[src/ext_irq_pkg.sv]
package ext_irq_pkg;
  // Register port geometry
  localparam int ADDR_W = 8;
  localparam int DATA_W = 8;
  localparam int EXT_N = 3;
  localparam int PC_GROUPS = 4;
  localparam int PC_W = 8;
  // Register offsets
  localparam logic [7:0] OFS_MCU_CONTROL = 8'h55;
  localparam logic [7:0] OFS_SENSE_CONTROL = 8'h69;
  localparam logic [7:0] OFS_EXT_MASK = 8'h3D;
  localparam logic [7:0] OFS_EXT_FLAG = 8'h3C;
  localparam logic [7:0] OFS_PC_CONTROL = 8'h68;
  localparam logic [7:0] OFS_PC_FLAG = 8'h3B;
  localparam logic [7:0] OFS_PC_MASK_BASE = 8'h6B;
  // Field positions in the control register
  localparam int BIT_VEC_SEL = 1;
  localparam int BIT_VEC_CE = 0;
  // Sense field position and width
  localparam int SENSE_W = 2;
  localparam int SENSE_LSB_0 = 0;
  localparam int SENSE_LSB_1 = 2;
  localparam int SENSE_LSB_2 = 4;
  // Sense encodings
  localparam logic [1:0] SENSE_LOW = 2'h0;
  localparam logic [1:0] SENSE_ANY = 2'h1;
  localparam logic [1:0] SENSE_FALL = 2'h2;
  localparam logic [1:0] SENSE_RISE = 2'h3;
  // Reset values
  localparam logic [7:0] RST_REG = 8'h00;
  // Guarded vector move window in cycles
  localparam int VEC_CE_CYCLES = 4;
  localparam logic [1:0] VEC_CE_LOAD = 2'(VEC_CE_CYCLES - 1);
endpackage

[src/pin_sync_edge.sv]
`timescale 1ns/1ps
`default_nettype none
module pin_sync_edge #(
  parameter int W = 3
) (
  // Clock and reset
  input wire logic clk,
  input wire logic rst_n,
  // Raw pins
  input wire logic [W-1:0] pin,
  // Sampled level and edge pulses
  output logic [W-1:0] level,
  output logic [W-1:0] rise,
  output logic [W-1:0] fall
);
  import ext_irq_pkg::*;

  typedef struct packed {
    logic [W-1:0] meta;
    logic [W-1:0] sync;
    logic [W-1:0] prev;
  } sync_s;

  sync_s st_q;
  sync_s st_d;

  // Refuse an empty pin vector at elaboration
  if (W < 1)
  begin : g_bad_width
    $error("pin_sync_edge: W must be at least 1");
  end

  // Two-stage chain then one stage of history
  always_comb
  begin
    st_d = st_q;
    st_d.meta = pin;
    st_d.sync = st_q.meta;
    st_d.prev = st_q.sync;
  end

  always_ff @(posedge clk or negedge rst_n)
  begin
    if (!rst_n)
    begin
      st_q <= '1;
    end
    else
    begin
      st_q <= st_d;
    end
  end

  // Single-cycle edge pulses from current versus previous sample
  assign level = st_q.sync;
  assign rise = st_q.sync & ~st_q.prev;
  assign fall = ~st_q.sync & st_q.prev;
endmodule
`default_nettype wire

[src/external_irq_sense_vector_ctl.sv]
// Function
// - vector select zero puts vectors at flash start, one at boot start.
// - interrupts blocked from change enable until after following instruction.
// - without a select write, interrupts stay blocked four cycles.
// - the automatic block never alters the global enable bit.
// - change enable self-clears after four cycles or on select write.
// - boot lock bits suppress interrupts in the section without vectors.
// - pins trigger interrupts even when driven as outputs.
// - any enabled toggle in a group of eight raises that group request.
// - four per-group masks choose which pins feed each group.
// - pin changes are seen asynchronously to wake from deep sleep.
// - low level mode keeps requesting while the pin stays low.
// - dedicated edges are recognised only while the clock runs.
// - low level on dedicated pins is seen asynchronously for wake.
// - a low level gone before start-up wakes without an interrupt.
// - a dedicated interrupt needs global enable and its own mask bit.
// - sense codes: 00 low, 01 any change, 10 falling, 11 rising.
// - pins are sampled before edge detection; longer pulses always count.
// - sense fields for interrupt 2 at bits 5:4, 1 at 3:2, reset zero.
// - sense field for interrupt 0 at bits 1:0, same encoding.
// - edge flag sets on trigger, clears on handler or write one.
// - mask register holds one enable per dedicated interrupt.
`timescale 1ns/1ps
`default_nettype none
module external_irq_sense_vector_ctl #(
  parameter logic [15:0] FLASH_WORDS = 16'h2000,
  parameter logic [15:0] BOOT_MIN_WORDS = 16'h0100
) (
  // Clock and reset
  input wire logic clk,
  input wire logic rst_n,
  // Register port
  input wire logic [ext_irq_pkg::ADDR_W-1:0] io_addr,
  input wire logic [ext_irq_pkg::DATA_W-1:0] io_wdata,
  input wire logic io_we,
  input wire logic io_re,
  output logic [ext_irq_pkg::DATA_W-1:0] io_rdata,
  // Core context
  input wire logic global_irq_enable,
  input wire logic instr_done,
  input wire logic executing_boot,
  input wire logic app_side_boot_lock,
  input wire logic boot_side_boot_lock,
  input wire logic [1:0] boot_size_fuses,
  input wire logic [ext_irq_pkg::EXT_N-1:0] ext_ack,
  input wire logic [ext_irq_pkg::PC_GROUPS-1:0] pc_ack,
  // Pins
  input wire logic [ext_irq_pkg::EXT_N-1:0] ext_irq_pin,
  input wire logic [ext_irq_pkg::PC_GROUPS*ext_irq_pkg::PC_W-1:0]
    pin_change_input,
  // Requests and vector placement
  output logic [ext_irq_pkg::EXT_N-1:0] ext_irq_req,
  output logic [ext_irq_pkg::PC_GROUPS-1:0] pin_change_req,
  output logic vector_table_select,
  output logic [15:0] vector_base,
  output logic irq_blocked,
  output logic wake_req
);
  import ext_irq_pkg::*;

  localparam int PCN = PC_GROUPS * PC_W;

  typedef struct packed {
    logic [DATA_W-1:0] rdata;
    logic vec_sel;
    logic vec_ce;
    logic [1:0] ce_cnt;
    logic post_blk;
    logic [5:0] sense;
    logic [EXT_N-1:0] emask;
    logic [EXT_N-1:0] eflag;
    logic [PC_GROUPS-1:0] pcie;
    logic [PC_GROUPS-1:0] pcflag;
    logic [PCN-1:0] pcmsk;
    logic [EXT_N-1:0] ereq;
    logic [PC_GROUPS-1:0] pcreq;
    logic blocked;
    logic [15:0] vbase;
  } ctl_s;

  ctl_s st_q;
  ctl_s st_d;
  logic [1:0] rst_sync_q;
  logic rst_i_n;
  logic [EXT_N-1:0] e_lvl;
  logic [EXT_N-1:0] e_rise;
  logic [EXT_N-1:0] e_fall;
  logic [PCN-1:0] p_lvl;
  logic [PCN-1:0] p_rise;
  logic [PCN-1:0] p_fall;
  logic [PC_GROUPS-1:0] pc_hit;
  logic [EXT_N-1:0] e_set;
  logic [EXT_N-1:0] e_low;
  logic mcu_wr;
  logic lock_sup;

  // Refuse boot sizes whose largest setting overruns flash
  if ((BOOT_MIN_WORDS << 3) > FLASH_WORDS || BOOT_MIN_WORDS == 16'h0000)
  begin : g_bad_boot
    $error("boot section sizes do not fit flash");
  end

  // Reset release through two flops
  always_ff @(posedge clk or negedge rst_n)
  begin
    if (!rst_n)
    begin
      rst_sync_q <= 2'h0;
    end
    else
    begin
      rst_sync_q <= {rst_sync_q[0], 1'b1};
    end
  end
  assign rst_i_n = rst_sync_q[1];

  pin_sync_edge #(.W(EXT_N)) u_ext_sync (
    .clk(clk),
    .rst_n(rst_i_n),
    .pin(ext_irq_pin),
    .level(e_lvl),
    .rise(e_rise),
    .fall(e_fall)
  );

  // Pin change inputs sampled the same way
  pin_sync_edge #(.W(PCN)) u_pc_sync (
    .clk(clk),
    .rst_n(rst_i_n),
    .pin(pin_change_input),
    .level(p_lvl),
    .rise(p_rise),
    .fall(p_fall)
  );

  // Per-bit trigger decode from the sense fields
  always_comb
  begin
    for (int i = 0; i < EXT_N; i++)
    begin
      e_low[i] = (st_q.sense[i*SENSE_W +: SENSE_W] == SENSE_LOW);
      case (st_q.sense[i*SENSE_W +: SENSE_W])
        SENSE_ANY: e_set[i] = e_rise[i] | e_fall[i];
        SENSE_FALL: e_set[i] = e_fall[i];
        SENSE_RISE: e_set[i] = e_rise[i];
        default: e_set[i] = 1'b0;
      endcase
    end
  end

  always_comb
  begin
    for (int g = 0; g < PC_GROUPS; g++)
    begin
      pc_hit[g] = |((p_rise[g*PC_W +: PC_W] | p_fall[g*PC_W +: PC_W])
        & st_q.pcmsk[g*PC_W +: PC_W]);
    end
  end

  assign mcu_wr = io_we && (io_addr == OFS_MCU_CONTROL);

  assign lock_sup = (st_q.vec_sel && app_side_boot_lock && !executing_boot)
    || (!st_q.vec_sel && boot_side_boot_lock && executing_boot);

  // Register port, flags, vector move guard and request gating
  always_comb
  begin
    st_d = st_q;
    st_d.rdata = RST_REG;
    if (io_re)
    begin
      case (io_addr)
        OFS_MCU_CONTROL: st_d.rdata = 8'({st_q.vec_sel, st_q.vec_ce});
        OFS_SENSE_CONTROL: st_d.rdata = 8'(st_q.sense);
        OFS_EXT_MASK: st_d.rdata = 8'(st_q.emask);
        OFS_EXT_FLAG: st_d.rdata = 8'(st_q.eflag);
        OFS_PC_CONTROL: st_d.rdata = 8'(st_q.pcie);
        OFS_PC_FLAG: st_d.rdata = 8'(st_q.pcflag);
        default:
        begin
          for (int g = 0; g < PC_GROUPS; g++)
          begin
            if (io_addr == OFS_PC_MASK_BASE + 8'(g))
            begin
              st_d.rdata = st_q.pcmsk[g*PC_W +: PC_W];
            end
          end
        end
      endcase
    end
    if (io_we)
    begin
      if (io_addr == OFS_SENSE_CONTROL)
      begin
        st_d.sense = io_wdata[5:0];
      end
      if (io_addr == OFS_EXT_MASK)
      begin
        st_d.emask = io_wdata[EXT_N-1:0];
      end
      if (io_addr == OFS_PC_CONTROL)
      begin
        st_d.pcie = io_wdata[PC_GROUPS-1:0];
      end
      for (int g = 0; g < PC_GROUPS; g++)
      begin
        if (io_addr == OFS_PC_MASK_BASE + 8'(g))
        begin
          st_d.pcmsk[g*PC_W +: PC_W] = io_wdata;
        end
      end
    end
    if (st_q.vec_ce)
    begin
      st_d.ce_cnt = st_q.ce_cnt - 2'h1;
      if (st_q.ce_cnt == 2'h0)
      begin
        st_d.vec_ce = 1'b0;
      end
    end
    if (instr_done)
    begin
      st_d.post_blk = 1'b0;
    end
    if (mcu_wr)
    begin
      if (io_wdata[BIT_VEC_CE])
      begin
        st_d.vec_ce = 1'b1;
        st_d.ce_cnt = VEC_CE_LOAD;
      end
      else if (st_q.vec_ce)
      begin
        st_d.vec_sel = io_wdata[BIT_VEC_SEL];
        st_d.vec_ce = 1'b0;
        st_d.post_blk = 1'b1;
      end
    end
    // set beats clear, level mode forces zero
    for (int i = 0; i < EXT_N; i++)
    begin
      if (e_low[i])
      begin
        st_d.eflag[i] = 1'b0;
      end
      else if (e_set[i])
      begin
        st_d.eflag[i] = 1'b1;
      end
      else if (ext_ack[i] || (io_we && io_addr == OFS_EXT_FLAG
        && io_wdata[i]))
      begin
        st_d.eflag[i] = 1'b0;
      end
    end
    // Pin change group flags, set beats clear
    for (int g = 0; g < PC_GROUPS; g++)
    begin
      if (pc_hit[g])
      begin
        st_d.pcflag[g] = 1'b1;
      end
      else if (pc_ack[g] || (io_we && io_addr == OFS_PC_FLAG
        && io_wdata[g]))
      begin
        st_d.pcflag[g] = 1'b0;
      end
    end
    st_d.blocked = st_d.vec_ce || st_d.post_blk;
    // no latch of a vanished level
    for (int i = 0; i < EXT_N; i++)
    begin
      st_d.ereq[i] = global_irq_enable && st_q.emask[i] && !st_d.blocked
        && !lock_sup && (e_low[i] ? !e_lvl[i] : st_d.eflag[i]);
    end
    st_d.pcreq = (global_irq_enable && !st_d.blocked && !lock_sup)
      ? (st_q.pcie & st_d.pcflag) : '0;
    st_d.vbase = st_d.vec_sel
      ? FLASH_WORDS - (BOOT_MIN_WORDS << (2'h3 - boot_size_fuses))
      : 16'h0000;
  end

  always_ff @(posedge clk or negedge rst_i_n)
  begin
    if (!rst_i_n)
    begin
      st_q <= '0;
    end
    else
    begin
      st_q <= st_d;
    end
  end

  // edges need the clock, so only levels and toggles wake
  assign wake_req = (|(~ext_irq_pin & e_low & st_q.emask))
    || (|((pin_change_input ^ p_lvl) & st_q.pcmsk));

  // Registered outputs
  assign io_rdata = st_q.rdata;
  assign ext_irq_req = st_q.ereq;
  assign pin_change_req = st_q.pcreq;
  assign vector_table_select = st_q.vec_sel;
  assign vector_base = st_q.vbase;
  assign irq_blocked = st_q.blocked;
endmodule
`default_nettype wire

[config.mk]
export PLATFORM = sky130hd
export DESIGN_NAME = external_irq_sense_vector_ctl
export DESIGN_NICKNAME = d
export VERILOG_FILES = /design/src/ext_irq_pkg.sv /design/src/pin_sync_edge.sv /design/src/external_irq_sense_vector_ctl.sv
export SDC_FILE = /design/constraint.sdc
export NUM_CORES = 1
export LEC_CHECK = 0
export ABC_AREA = 0
export BUFFER_PORTS_ARGS = -buffer_cell sky130_fd_sc_hd__buf_2
export CAP_MARGIN = 15
export CORE_MARGIN = 2
export CORE_UTILIZATION = 57
export DETAILED_ROUTE_END_ITERATION = 8
export GPL_ROUTABILITY_DRIVEN = 1
export PLACE_DENSITY = 0.76
export SKIP_LAST_GASP = 1
export SLEW_MARGIN = 20
export SYNTH_ARGS = -nofsm -noshare
export SYNTH_HDL_FRONTEND = slang
export SYNTH_SLANG_ARGS = --single-unit
[constraint.sdc]
create_clock -name clk -period 7.3 [get_ports clk]
set_input_delay 0.365 -clock clk [delete_from_list [all_inputs] [get_ports clk]]
set_output_delay 0.365 -clock clk [all_outputs]
set_load 0.005 [all_outputs]
==> impl_table.tex <==
\begin{tabular}{lr}
\hline
Metric & Value \\
\hline
\multicolumn{2}{l}{\textbf{Timing}} \\
Setup repair after global routing missed its margin & no \\
Share of the cycle needed by the critical path after routing & 37.2\% \\
Slew Limit Fails & 0 \\
Setup tns final & 0 ns \\
Maximum achievable frequency & roughly 0.37 GHz \\
Slew margin rel. & between 40\% and 50\% \\
Final setup fails & 0 \\
Worst hold margin & roughly 0.04 ns \\
Maximum clock skew at final layout & around 0.0074 ns \\
Number of hold-slack violations in the final timing report & 0 \\
Post-layout minimum cycle time & about 2.7 ns \\
Worst Tran Pin Value & between 0.7 and 0.8 ns \\
\multicolumn{2}{l}{\textbf{Hold path}} \\
Kind of path behind the tightest hold check & primary input to register \\
Depth of the worst hold-timing path & 1 \\
\multicolumn{2}{l}{\textbf{Power}} \\
Internal power consumption & around 0.0017 W \\
Total net switching power & 0.000554 W \\
Peak VDD IR & about 0.27 mV \\
Switching share of power & roughly a quarter \\
Static leakage & roughly 4 nW \\
Clk pwr share & between 40\% and 50\% \\
Power per unit of standard cell area & roughly 260 nW/um\^{}2 \\
Share of total power in sequential cells & approximately 51\% \\
Comb power frac & about 7.6\% \\
\multicolumn{2}{l}{\textbf{Clocking}} \\
Deepest level of the CTS H-tree & 4 \\
CTS tree & done \\
Clock slew at reported path FFs & roughly 0.070 ns \\
Sinks on Clock Net & 186 \\
TritonCTS buffer count & 17 \\
Clk buf depth & 2 \\
CTS root buf & clkbuf\_16 \\
Worst skew pair latency & between 0.4 and 0.5 ns \\
Post CTS Setup Buffer Count & 0 \\
\multicolumn{2}{l}{\textbf{Routing}} \\
DRT Wirelength & approximately 18 mm \\
Routed vias & $\sim$4.9k \\
Number of DRC violations after detailed-routing iteration 0 & 546 \\
Post-route ant nets & 0 \\
Drt drc & 0 \\
Average detailed-routed wire length per instance & roughly 20 um \\
Number of detailed-routing iterations run before antenna repair & 5 \\
Number of vias per cell & $\sim$5.6 \\
\multicolumn{2}{l}{\textbf{Cells and area}} \\
Area growth, synth to finish & 13.7\% \\
Most frequent standard cell in the layout excluding fill and tap cells & dfstp\_2 \\
Number of nets at the end of the flow & 760 \\
Share of cells above drive strength 1 & about two fifths \\
N\_diodes & 0 \\
Util after Layout & about two thirds \\
Non-Filler Cell Area, Final & 8890 um\^{}2 \\
Final non-filler cell total & $\sim$870 \\
Most frequent cells in the layout & dfstp\_2, buf\_2, dfrtp\_1 \\
\multicolumn{2}{l}{\textbf{Die}} \\
I/O pins & approximately 100 \\
Core Region & 13300 um\^{}2 \\
Horizontal die dimension & about 120 um \\
Die Y-Extent & around 120 um \\
Number of cell rows & 42 \\
Initial standard-cell utilization of the core & between 50\% and 60\% \\
Total die area & 14700 um\^{}2 \\
\multicolumn{2}{l}{\textbf{Worst setup path}} \\
Delay-heaviest family, CP & simple AND/OR/NAND/NOR gates \\
Number of cells on the worst reg-to-reg path & 5 \\
Crit path largest cell delay & 0.52 ns \\
Data arrival time at the worst-slack endpoint & approximately 2.4 ns \\
CP max stage cell & a311oi\_1 \\
Number of buffers and inverters on the critical path & 1 \\
Number of gates on the worst path with buffers counted & 6 \\
Chain of cells forming the critical path & nor4b\_1 -> a311oi\_1 -> nand3\_1 -> nor3\_1 -> nand4\_1 -> buf\_2 \\
CP Capture Type & output pin \\
Crit path kind & register to output pin \\
Type of element launching the critical path & register \\
Worst Path Max Fanout & 8 \\
Worst EP required & 6.93 ns \\
\multicolumn{2}{l}{\textbf{Global routing}} \\
Total Routing Usage GR & about a quarter \\
Overflow after GRT & 0 \\
Number of antenna violations at the first check in global routing & 0 \\
Maximum number of pins on one net before global-route repair & 64 \\
First-pass GRT wire length & between 20 and 30 mm \\
Number of global-route vias before repair & between 5k and 6k \\
\multicolumn{2}{l}{\textbf{Placement}} \\
Post-DP Area & 8260 um\^{}2 \\
Final weighted congestion in routability-driven placement & a little under 0.9 \\
Dpl hpwl & 12.6 mm \\
Port buffer count & 92 \\
Number of cells after detailed placement & between 800 and 900 \\
\multicolumn{2}{l}{\textbf{Logic synthesis}} \\
Yosys cell types & approximately 50 \\
Area of the mapped netlist & between 7000 and 8000 um\^{}2 \\
Yosys synthesis warning count & 0 \\
EDFF count, synth & 0 \\
Mean cell area of the mapped netlist & 12.9 um\^{}2 \\
Sequential element share of the synthesized area & 61.2\% \\
Number of flip-flops and latches in the synthesized netlist & about 190 \\
Proportion of register bits with asynchronous set or reset after synthesis & between 90\% and 100\% \\
Main flop type after synthesis & dfstp\_2 \\
Post-synthesis instance total & 606 \\
\multicolumn{2}{l}{\textbf{Job}} \\
Number of maximum-capacitance violations & 0 \\
\multicolumn{2}{l}{\textbf{Outcome}} \\
Outcome & completed \\
\hline
\end{tabular}
-- sequential cells by signal (all words and copies together) (netlist names), 4 cells and up --
register,cells
io_rdata,8
pin_change_req,4
st_q,56
u_pc_sync.level,32
u_pc_sync.st_d,32
u_pc_sync.st_q,32
vector_base,6
-- cell usage after synthesis, drive strengths merged (2+ instances only) --
master / instances / area share, %
o21ai: 9 / 0.58
nand2b: 10 / 0.80
ha: 8 / 1.3
a221oi: 6 / 0.67
inv: 22 / 1.1
mux2: 46 / 6.6
a31o: 4 / 0.45
nor2: 26 / 1.2
buf: 35 / 3.3
a21oi: 20 / 1.3
nor3: 6 / 0.45
a32o: 4 / 0.51
a2bb2oi: 2 / 0.22
nor3b: 4 / 0.38
nand2: 35 / 1.7
nand3: 8 / 0.51
nand4b: 2 / 0.22
nor2b: 13 / 1.0
clkbuf: 14 / 0.67
a32oi: 7 / 0.78
dfstp: 105 / 35
a22o: 6 / 0.67
dfrtp: 81 / 26
nor4bb: 3 / 0.38
mux2i: 4 / 0.67
a211oi: 3 / 0.29
a22oi: 29 / 2.8
nand4: 8 / 0.64
xor2: 64 / 7.2
conb: 2 / 0.096
nor4b: 2 / 0.22
and3: 3 / 0.24
-- cells by family after synthesis --
logic type | Yosys count | share of synthesized area, %
adder cells (fa/ha/maj) | 8 | 1.28
buffers and inverters | 71 | 5.04
flip-flops | 186 | 61.2
XOR/XNOR | 65 | 7.28
other | 2 | 0.0961
AND/OR/NAND/NOR | 127 | 8.63
multiplexers | 51 | 7.59
AO/OA/AOI/OAI | 96 | 8.88
-- per-layer routing --
metal	routed length (um)	global-route usage, %	up-vias
met1	8280	37.8	2464
met5	0	0	-
met3	926	5.87	23
met4	312	9.01	0
met2	8020	38.6	181
li1	-	-	2226
-- area by class of cell --
cell class,instances,area [um^2]
clock inverter,14,185
clock buffer,18,439
tap,176,220
timing repair buffer,97,500
sequential,186,4790
fill,961,4400
multi-input combinational,359,2680
inverter,22,82.6
-- stage by stage --
stage / total power [W] / worst slack (ns)
2_1_floorplan: 0.00128 / 1.92
3_3_place_gp: 0.00134 / 4.90
3_5_place_dp: 0.00135 / 4.83
4_1_cts: 0.00232 / 4.57
5_1_grt: 0.00239 / 4.53
6_report: 0.00230 / 4.59
-- power groups by stage --
stage,clock (W),combinational [W],sequential (W)
after floorplan,0,0.000110,0.00117
after global placement,0,0.000169,0.00118
after detailed placement,0,0.000174,0.00118
after CTS,0.000981,0.000176,0.00116
after global routing,0.00102,0.000195,0.00117
final,0.000962,0.000175,0.00116
-- final timing paths --
check                                                     end                           from  slack, ns
worst min register to register  u_pc_sync.level[30]$_DFF_PN1_   u_pc_sync.st_d[62]$_DFF_PN1_       0.36
worst min-delay path             u_ext_sync.st_d[5]$_DFF_PN1_                 ext_irq_pin[2]       0.04
worst max-delay path                                 wake_req           st_q[71]$_DFFE_PN0P_       4.59
max in group asynchronous               io_rdata[6]$_DFF_PN0_        rst_sync_q[1]$_DFF_PN0_       5.59
min in group asynchronous             rst_sync_q[1]$_DFF_PN0_                          rst_n       0.23
worst max register to register    pin_change_req[1]$_DFF_PN0_  u_pc_sync.level[12]$_DFF_PN1_       5.58
-- repair_timing --
item                      in CTS  in global routing
hold endpoints to repair       2                  0
hold buffers                   1                  0
resized for setup              0                  0
Power figures use the tool's default switching activity.
